$ cat config.mk
export PLATFORM = sky130hd
export DESIGN_NAME = sysrc_reset_ctrl
export DESIGN_NICKNAME = d
export VERILOG_FILES = /design/src/rtl/sysrc_reset_ctrl.v
export VERILOG_INCLUDE_DIRS = /design/src /design/src/include
export SDC_FILE = /design/constraint.sdc
export NUM_CORES = 1
export LEC_CHECK = 0
export BUFFER_PORTS_ARGS = -buffer_cell sky130_fd_sc_hd__buf_2
export CORE_ASPECT_RATIO = 1.4
export CORE_MARGIN = 3
export CORE_UTILIZATION = 50
export CTS_BUF_LIST = sky130_fd_sc_hd__clkbuf_16
export DETAILED_ROUTE_END_ITERATION = 8
export PLACE_DENSITY = 0.77
export SKIP_LAST_GASP = 1
export SYNTH_ARGS = -nofsm -noshare
export SYNTH_HDL_FRONTEND = slang
export SYNTH_SLANG_ARGS = --single-unit
$ cat constraint.sdc
create_clock -name clk -period 1.4 [get_ports clk]
set_input_delay 0.28 -clock clk [delete_from_list [all_inputs] [get_ports clk]]
set_output_delay 0.28 -clock clk [all_outputs]
set_load 0.01 [all_outputs]
$ cat src/include/sysrc_map.vh
`ifndef SYSRC_MAP_VH
`define SYSRC_MAP_VH
// ----------------------------------------
// source bit positions
// ----------------------------------------
`define SYSRC_NSRC 6
`define SYSRC_SRC_POWERON 0
`define SYSRC_SRC_PIN 1
`define SYSRC_SRC_WDOG 2
`define SYSRC_SRC_BROWNOUT 3
`define SYSRC_SRC_DEBUG 4
`define SYSRC_SRC_SOFT 5
// ----------------------------------------
// register offsets
// ----------------------------------------
`define SYSRC_ADDR_STATUS 4'h0
`define SYSRC_ADDR_CTRL 4'h1
`define SYSRC_ADDR_IRQ_STAT 4'h2
`define SYSRC_ADDR_IRQ_EN 4'h3
`define SYSRC_ADDR_IRQ_CLR 4'h4
`define SYSRC_ADDR_SEQ 4'h5
// ----------------------------------------
// control fields
// ----------------------------------------
`define SYSRC_CTRL_SOFTRST 0
`define SYSRC_CTRL_BOOTVEC 1
`define SYSRC_CTRL_RESET 8'h00
`define SYSRC_SOFT_KEY 8'ha5
// ----------------------------------------
// timing counts in cycles
// ----------------------------------------
`define SYSRC_CNT_DELAY 16'h0040
`define SYSRC_CNT_OSCUP 16'h0100
`define SYSRC_CNT_OSCCAL 16'h0080
// ----------------------------------------
// vectors
// ----------------------------------------
`define SYSRC_VEC_DEFAULT 16'h0000
`define SYSRC_VEC_BOOT 16'hf000
`endif

$ cat src/rtl/sysrc_reset_ctrl.v
// Contract
// RULE1: six request inputs are accepted: power-on, pin, watchdog, brownout, debug port and software.
// RULE2: any active request resets at once and reset holds until every request is gone.
// RULE3: entering reset releases every pin drive at once, without a clock edge.
// RULE4: during reset the core reset is held, the fetch address is the reset vector and I/O registers are held at init.
// RULE5: working memory is not cleared, only accesses are blocked during reset.
// RULE6: the vector is address 0 unless the boot option moves it to the boot section start.
// RULE7: reset entry is asynchronous and needs no running clock.
// RULE8: software can request a full reset that is handled like any other source.
// RULE9: after release the sequence runs counter delay, oscillator startup then calibration, in order.
// RULE10: a request during the release stages abandons the sequence, which restarts when all are gone.
// RULE11: one sticky flag per source records resets, cleared only by power-on. Here the bus reset rst_n also clears them.
// RULE12: the power-on indication starts the sequence when supply rises and forces reset when it falls.
// RULE13: the three stage lengths are parameters.
//
// Our own choices: the strobed register port and the placing of the registers.
`timescale 1ns/1ns
`include "sysrc_map.vh"
module sysrc_reset_ctrl #(
    parameter [15:0] DELAY_CYCLES = `SYSRC_CNT_DELAY, // RULE13
    parameter [15:0] OSCUP_CYCLES = `SYSRC_CNT_OSCUP,
    parameter [15:0] OSCCAL_CYCLES = `SYSRC_CNT_OSCCAL
) (
    // clock and bus reset
    input wire clk,
    input wire rst_n,
    // reset requests, active high
    input wire powerOnLow,
    input wire extResetPin,
    input wire watchdogReq,
    input wire brownoutReq,
    input wire debugPortReset,
    // register port
    input wire [3:0] regAddr,
    input wire [7:0] regWrData,
    input wire regWr,
    input wire regRd,
    output reg [7:0] regRdData,
    // oscillator
    input wire oscReady,
    input wire oscCalDone,
    output wire oscEnable,
    output wire oscCalibrate,
    // core and pins
    output wire coreReset,
    output wire pinDriveEnable,
    output wire sramAccessEnable,
    output reg [15:0] resetVector,
    // interrupt
    output wire irq
);
// ----------------------------------------
// states
// ----------------------------------------
localparam [4:0] ST_HOLD = 5'h01;
localparam [4:0] ST_DELAY = 5'h02;
localparam [4:0] ST_OSCUP = 5'h04;
localparam [4:0] ST_OSCCAL = 5'h08;
localparam [4:0] ST_RUN = 5'h10;

function sync3Agree;
    input [2:0] s;
    begin
        sync3Agree = s[1] & s[2];
    end
endfunction

// register address match, shared by write and read decode
function regHit;
    input [3:0] addr;
    input [3:0] target;
    begin
        regHit = (addr == target);
    end
endfunction

// a release stage ends once its count is reached and its input is ready
function stageDone;
    input [15:0] count;
    input [15:0] limit;
    input ready;
    begin
        stageDone = (count >= limit) && ready;
    end
endfunction

// ----------------------------------------
// request gathering
// ----------------------------------------
reg softReq;
reg [5:0] seenSrc;
wire [5:0] reqVec;
wire anyReq;
assign reqVec = {softReq, debugPortReset, brownoutReq, watchdogReq,
    extResetPin, powerOnLow}; // RULE1 RULE12
assign anyReq = |reqVec;

// ----------------------------------------
// pin request filter for the status flags
// ----------------------------------------
// reset entry uses the raw pins; the flags only see a
// level once the second and third stages agree on it
wire [4:0] pinReq;
reg [4:0] pinSync1;
reg [4:0] pinSync2;
reg [4:0] pinSync3;
reg [4:0] pinStable;
reg [4:0] next_pinStable;
wire [5:0] seenReq;
assign pinReq = {debugPortReset, brownoutReq, watchdogReq, extResetPin,
    powerOnLow};

always @* begin
    next_pinStable = (pinSync2 & pinSync3)
        | (pinStable & (pinSync2 | pinSync3));
end

always @(posedge clk or negedge rst_n) begin
    if (!rst_n) begin
        pinSync1 <= 5'h00;
        pinSync2 <= 5'h00;
        pinSync3 <= 5'h00;
        pinStable <= 5'h00;
    end else begin
        pinSync1 <= pinReq;
        pinSync2 <= pinSync1;
        pinSync3 <= pinSync2;
        pinStable <= next_pinStable;
    end
end
assign seenReq = {softReq, pinStable};

// async reset of the sequencer from any request
wire seqRst_n;
assign seqRst_n = rst_n & ~anyReq; // RULE7 RULE2

reg [4:0] state;
reg [4:0] next_state;
reg [15:0] cnt;
reg [15:0] next_cnt;
reg [2:0] oscReadySync;
reg [2:0] oscCalSync;
reg bootSel;

// ----------------------------------------
// release sequence
// ----------------------------------------
always @* begin
    next_state = state;
    case (state)
        ST_HOLD: begin
            next_state = ST_DELAY;
        end
        ST_DELAY: begin
            if (stageDone(cnt, DELAY_CYCLES, 1'b1))
                next_state = ST_OSCUP;
        end
        ST_OSCUP: begin
            if (stageDone(cnt, OSCUP_CYCLES, sync3Agree(oscReadySync)))
                next_state = ST_OSCCAL;
        end
        ST_OSCCAL: begin
            if (stageDone(cnt, OSCCAL_CYCLES, sync3Agree(oscCalSync)))
                next_state = ST_RUN;
        end
        ST_RUN: begin
            next_state = ST_RUN;
        end
        default: begin
            next_state = ST_HOLD;
        end
    endcase
end

// stage counter restarts at every state change
always @* begin
    next_cnt = cnt;
    if (next_state != state)
        next_cnt = 16'h0000;
    else if (cnt != 16'hffff)
        next_cnt = cnt + 16'h0001;
end

// the request clears the state machine, so any mid-sequence request
// starts over from the hold state
always @(posedge clk or negedge seqRst_n) begin
    if (!seqRst_n) begin
        state <= ST_HOLD; // RULE10
        cnt <= 16'h0000;
        oscReadySync <= 3'h0;
        oscCalSync <= 3'h0;
    end else begin
        oscReadySync <= {oscReadySync[1:0], oscReady};
        oscCalSync <= {oscCalSync[1:0], oscCalDone};
        state <= next_state; // RULE9
        cnt <= next_cnt;
    end
end

wire running;
assign running = state[4] & ~anyReq;
assign coreReset = ~running; // RULE2 RULE4
assign pinDriveEnable = running; // RULE3
assign sramAccessEnable = running; // RULE5
assign oscEnable = state[2] | state[3] | state[4];
assign oscCalibrate = state[3];

// ----------------------------------------
// status flags, cleared at power-on and by the bus reset rst_n
// ----------------------------------------
// seenSrc lives on clk, so it records sources sampled while clk runs;
// the power-on source also acts as the flag clear
always @(posedge clk or negedge rst_n) begin
    if (!rst_n) begin
        seenSrc <= 6'h00;
    end else if (pinStable[`SYSRC_SRC_POWERON]) begin
        seenSrc <= 6'h01; // RULE11 RULE12
    end else begin
        seenSrc <= seenSrc | seenReq; // RULE11
    end
end

// ----------------------------------------
// control register and soft reset
// ----------------------------------------
reg [5:0] irqStat;
reg [5:0] irqEn;
reg [5:0] seenPrev;
wire [5:0] newSrc;
assign newSrc = seenSrc & ~seenPrev;
wire wrCtrl;
wire wrIrqEn;
wire wrIrqClr;
assign wrCtrl = regWr & regHit(regAddr, `SYSRC_ADDR_CTRL);
assign wrIrqEn = regWr & regHit(regAddr, `SYSRC_ADDR_IRQ_EN);
assign wrIrqClr = regWr & regHit(regAddr, `SYSRC_ADDR_IRQ_CLR);

always @(posedge clk or negedge rst_n) begin
    if (!rst_n) begin
        softReq <= 1'b0;
        bootSel <= 1'b0;
    end else begin
        if (wrCtrl) begin
            bootSel <= regWrData[`SYSRC_CTRL_BOOTVEC];
            if (regWrData[`SYSRC_CTRL_SOFTRST] && running)
                softReq <= 1'b1; // RULE8
        end else if (softReq && state[0]) begin
            softReq <= 1'b0;
        end
    end
end

// vector register follows the boot option bit
always @(posedge clk or negedge rst_n) begin
    if (!rst_n) begin
        resetVector <= `SYSRC_VEC_DEFAULT;
    end else if (wrCtrl) begin
        if (regWrData[`SYSRC_CTRL_BOOTVEC])
            resetVector <= `SYSRC_VEC_BOOT; // RULE6
        else
            resetVector <= `SYSRC_VEC_DEFAULT; // RULE6
    end
end

// ----------------------------------------
// interrupt
// ----------------------------------------
always @(posedge clk or negedge rst_n) begin
    if (!rst_n) begin
        irqStat <= 6'h00;
        irqEn <= 6'h00;
        seenPrev <= 6'h00;
    end else begin
        seenPrev <= seenSrc;
        if (wrIrqEn)
            irqEn <= regWrData[5:0];
        if (wrIrqClr)
            irqStat <= (irqStat & ~regWrData[5:0]) | newSrc;
        else
            irqStat <= irqStat | newSrc;
    end
end
assign irq = |(irqStat & irqEn);

// ----------------------------------------
// read port
// ----------------------------------------
always @(posedge clk or negedge rst_n) begin
    if (!rst_n) begin
        regRdData <= 8'h00;
    end else if (regRd) begin
        if (regHit(regAddr, `SYSRC_ADDR_STATUS))
            regRdData <= {2'h0, seenSrc};
        else if (regHit(regAddr, `SYSRC_ADDR_CTRL))
            regRdData <= {6'h00, bootSel, softReq};
        else if (regHit(regAddr, `SYSRC_ADDR_IRQ_STAT))
            regRdData <= {2'h0, irqStat};
        else if (regHit(regAddr, `SYSRC_ADDR_IRQ_EN))
            regRdData <= {2'h0, irqEn};
        else if (regHit(regAddr, `SYSRC_ADDR_SEQ))
            regRdData <= {3'h0, state};
        else
            regRdData <= 8'h00;
    end else begin
        regRdData <= 8'h00;
    end
end

endmodule // sysrc_reset_ctrl

# Yosys cells after proc, flatten, opt, wreduce, memory -nomap -nowiden
# Index checks and enable logic that the tools add are counted.
[op_classes]
n_bitwise = 23
addsub = 1
reduce_logical = 10
n_lt_le_gt_ge = 3
muxes = 18
n_eq_ne = 13
[op_table]
columns = ["op", "n"]
rows = [
  ["$mux W16", 3],
  ["$mux W6", 6],
  ["$pmux W5 S5", 1],
  ["$mux W5", 4],
  ["$and A6 B6 Y6", 3],
  ["$or A6 B6 Y6", 3],
  ["$add A16 B1 Y16 const B", 1],
  ["$ge A16 B7 Y1 const B", 1],
  ["$ge A16 B8 Y1 const B", 1],
  ["$ge A16 B9 Y1 const B", 1],
  ["$ne A16 B16 Y1 const B", 1],
  ["$not A6 Y6", 2],
  ["$reduce_or A6 Y1", 2],
  ["$and A5 B5 Y5", 2],
  ["$or A5 B5 Y5", 2],
  ["$eq A4 B2 Y1 const B", 2],
  ["$eq A4 B3 Y1 const B", 2],
  ["$mux W8", 1],
  ["$and A1 B1 Y1", 7],
  ["$eq A5 B1 Y1 const B", 1],
  ["$eq A5 B2 Y1 const B", 1],
  ["$eq A5 B3 Y1 const B", 1],
  ["$eq A5 B4 Y1 const B", 1],
  ["$eq A5 B5 Y1 const B", 1],
  ["other kinds (10)", 18],
]
[totals]
wordCells = 84
input_bits = 23
regBits = 97
output_inout_bits = 30

# Depth between registers and ports, before layout
[depth]
word_depth = 7
mapped_depth = 6
depth_no_buf = 6

# Worst setup path before layout
# No wires, ideal clock.
[synth_path]
kind = "register to register"
start = "register cnt[11]"
end = "register cnt[0]"
arrival_ns = 2.013
path_stages_with_launch = 6
period_less_slack_ns = 2.094
path_slack_ns = -0.694
n_path_buf = 1
setup_ns = 0.080
required_ns = 1.320
path_cell_list = "dfrtp_1 > or4_4 > or3_4 > o32a_4 > buf_6 > nor3_2"
[synth_between]
elab_chain_len = 6
word_cells_on_any_way = 13
classes_between = "order compare: 3; eq/ne: 2; mux: 5; reduce/logical: 3"
[synth_rtl]
columns = ["item", "line", "text"]
rows = [
  ["from (decl)", "sysrc_reset_ctrl.v:139", "reg [15:0] cnt;"],
  ["from (signal assigned)", "sysrc_reset_ctrl.v:196", "cnt <= next_cnt;"],
  ["$ge A16 B8 Y1 or $ge A16 B9 Y1 (tied branches)", "sysrc_reset_ctrl.v:83", "stageDone = (count >= limit) && ready;"],
  ["$logic_and A1 B1 Y1", "sysrc_reset_ctrl.v:83", ""],
  ["$mux W5, on equally long branches", "sysrc_reset_ctrl.v:163, sysrc_reset_ctrl.v:159", ""],
  ["$pmux W5 S5", "sysrc_reset_ctrl.v:150", "case (state)"],
  ["$ne A5 B5 Y1", "sysrc_reset_ctrl.v:178", "if (next_state != state)"],
  ["$mux W16 or $reduce_bool A2 Y1 (tied branches)", "-", ""],
]
# Several ways; a longest one is shown, not always the timed one.
# A chain may end at the register's enable or synchronous reset.

# Worst setup path after layout
[layout_path]
start = "register cnt[8]"
end = "register cnt[8]"
# Same word-level chain as after synthesis.

==> results.toml <==
[outcome]
status = "complete, but fails checks"
violations = "setup timing"

[cells_and_area]
stdcell_count = 545
drive_gt1_share_pct = 41.1
antenna_cells = 0
final_nets = 470
area_growth_pct = 37.4
design_area_mm2 = 0.00494
final_util_pct = 70.8

[min_path]
min_path_type = "input pin to register"
hold_depth = 1
min_from = "oscReady"
hold_end = "oscReadySync[0]"

[routing]
drtIter0Drc = 188
final_antenna_net_count = 0
vias = 3142
first_pass_iters = 4
viasPerCell = 5.77
drc = 0
wire_per_inst_um = 18.4
totalWireLength_um = 10000

[setup_path]
crit_fanout = 6
crit_chain = "or4_4 -> or3_4 -> o32a_4 -> buf_6 -> nor4_2"
timing.reg2reg.setup_slack_ns = -0.77
r2r_cells = 5
slowest_delay_ns = 0.59
end_kind = "register"
arrival_ns = 2.39
r2r_start = "cnt[8]"
worst_setup_path_start_kind = "register"
critPathRequiredTime_ns = 1.62
crit_path_top_delay_cell = "or4_4"
path_class = "register to register"
rr_endpoint = "cnt[8]"

[sta]
fmax_mhz = 460
relSlewSlack_pct = 37.7
fin_crit_sh_pct = 155
finalClockSkew_ns = 0.00721
worst_pin_slew_ns = 0.926
layout_setup_ws_ns = -0.773
rsz0062_at_grt = "yes"
hold_viol = 0
finalSetupViolCount = 27
slew_viol_final = 0
fin_crit_ns = 2.17
fin_tns_setup_ns = -14.05

[global_route]
grt_pass1_vias = 3138
grt_start_max_net_pins = 28
grtUsageTotal_pct = 23.7
antenna_found_initial = 0
grt_pass1_wl_um = 15000
gr-total-overflow = 0

[logic_synthesis]
synth_top_flop_cell = "dfrtp_1"
ys_types = 54
synth_seq_cells = 79
postSynth.asyncResetShare_pct = 100
netlist.area_leader.share_pct = 54.2
synth-seq-area-share_pct = 55.0
yosys_warnings = 0
syn-instance-count = 326
syn_area_mm2 = 0.00360
synth_top_area_cell = "dfrtp_1"
avgSynthCellArea_um2 = 11.0
synth-edff-count = 0
synth_area_leaders = "dfrtp_1 54%, buf_4 4.0%, mux2_2 2.2%"

[job]
max-cap-violations = 0

[placed_design]
hpwlAfterDp_um = 6460
io_buffers = 36
dpl-instance-area_mm2 = 0.00435
place_congestion = 0.922
placedCellCount = 506

[clock_network]
cts_buffers = 9
path_clk_slew_ns = 0.05
clkLatencyLatePin_ns = 0.33
root_buffer = "clkbuf_16"
cts_tree = "built"
clk_path_buf_depth = 2
cts_sinks = 79
htreeDepth = 3

[die]
die_area_mm2 = 0.00827
core_mm2 = 0.00698
die_h_um = 106
rows = 36
num_io_pins = 53
dieWidth_um = 77.7
start_util_pct = 51.6

[pwr]
p_leak_nw = 2.34
powerDensity_mw_per_mm2 = 1030
max-vdd-ir-drop_uv = 726
worst max path at each step:
stage,cells past startpoint,slack (ns),endpoint,start
6_report,5,-0.77,cnt[8],cnt[8]
5_1_grt,5,-0.83,cnt[8],cnt[8]
4_1_cts,5,-0.74,cnt[5],cnt[10]
3_5_place_dp,4,-0.76,cnt[7],cnt[9]
3_3_place_gp,5,-0.65,cnt[14],cnt[9]
2_1_floorplan,5,-0.63,cnt[13],cnt[9]
cell usage after synthesis, types with 2 or more instances:
master and instances:
buf_4 19, o22ai_1 3, and4_1 3, clkbuf_1 11, and2_1 6, or4_1 2, dfrtp_1 78, inv_1 14
and3_1 8, nor4_1 11, o221a_2 2, or2_2 2, or3_1 4, mux2_2 7, nand3_1 11, ha_1 2
nor2b_1 6, a31oi_1 3, xor2_1 2, a22o_1 6, nor3_2 7, a22oi_1 10, o211ai_1 3, o21ai_0 12
maj3_1 5, mux2i_1 4, a211oi_2 3, a211oi_1 5, nand4_1 5, nor2_1 20, a21oi_1 8, nor3_1 6
nand2_1 14, nand2b_1 4
cell usage in the layout, fill, tap and decap left out, types with 5 or more instances in the layout:
| cell | count |
|---|---|
| nor2_1 | 19 |
| nand3_1 | 11 |
| buf_4 | 80 |
| o21ai_0 | 10 |
| a21oi_1 | 7 |
| a22o_1 | 6 |
| buf_2 | 33 |
| nor2b_1 | 6 |
| a22oi_1 | 8 |
| dfrtp_1 | 76 |
| nor3_2 | 7 |
| mux2_4 | 6 |
| conb_1 | 14 |
| clkbuf_16 | 9 |
| inv_1 | 14 |
| nand2_1 | 13 |
| nor4_1 | 7 |
| nor3_1 | 5 |
| maj3_1 | 5 |
| and2_1 | 6 |
| nand4_1 | 5 |
| and3_1 | 7 |
| buf_6 | 9 |
stage by stage:
step	power, mW	setup WS, ns	hold WS [ns]
floorplan	2.85	-0.631	-0.0156
finish	5.07	-0.773	0.0568
global placement	2.98	-0.655	0.318
detailed placement	3.00	-0.759	0.322
global route	5.27	-0.825	0.0434
CTS	5.07	-0.743	0.0474
kinds of logic (layout without fill, tap and decap cells):
kind of cell | after synthesis | after routing | share of synthesized area, %
xor+xnor | 3 | 3 | 0.730
compound gates | 64 | 65 | 13.2
mux | 11 | 11 | 3.30
buf+inv | 46 | 156 | 7.02
flops | 79 | 79 | 55.0
simple gates | 115 | 115 | 18.6
fa+ha+maj | 7 | 7 | 2.09
other cells | 1 | 14 | 0.104
registers in the layout, summed over array words and instances (netlist names), 6 cells and up:
| name | count |
|---|---|
| cnt | 16 |
| irqEn | 6 |
| seenSrc | 6 |
| seenPrev | 6 |
| irqStat | 6 |
| regRdData | 6 |
layout make-up:
type                            count  area [um2]
Inverter                           14        57.6
Clock buffer                        9         225
Clock inverter                      7        32.5
Tap cell                           95         119
Sequential cell                    79        1980
Timing Repair Buffer              126         937
Multi-Input combinational cell    215        1590
Fill cell                         482        2040
what timing repair did:
item,4_1_cts,5_1_grt
gates resized for setup,24,12
endpoints found under the setup margin,25,27
endpoints found under the hold margin,52,0
setup buffers,13,8
hold buffers,1,0
pin swaps,9,6
gates cloned,0,1
worst max-delay path: cells and delay by family, from the launching register on:
kind | cells | cell delay [ns]
and+or+nand+nor | 3 | 1.13
AOI/OAI and AO/OA | 1 | 0.39
DFF | 1 | 0.38
buffers and inverters | 1 | 0.17
power by group:
group | internal (mW) | leakage, nW | switching, mW | total (mW)
logic | 0.262 | 1.24 | 0.228 | 0.490
clock network | 1.17 | 0.133 | 0.868 | 2.03
registers | 2.43 | 0.969 | 0.112 | 2.54
total | 3.86 | 2.34 | 1.21 | 5.07
layer usage:
layer / global-route usage (%) / vias up / share of wire (%)
met5: 0 / - / 0
met4: 12.3 / 0 / 5.3
met3: 4.66 / 58 / 5.8
met2: 43.6 / 155 / 54
met1: 24.9 / 1529 / 35
li1: - / 1400 / -
No activity file was read; power rests on OpenSTA's default activity.
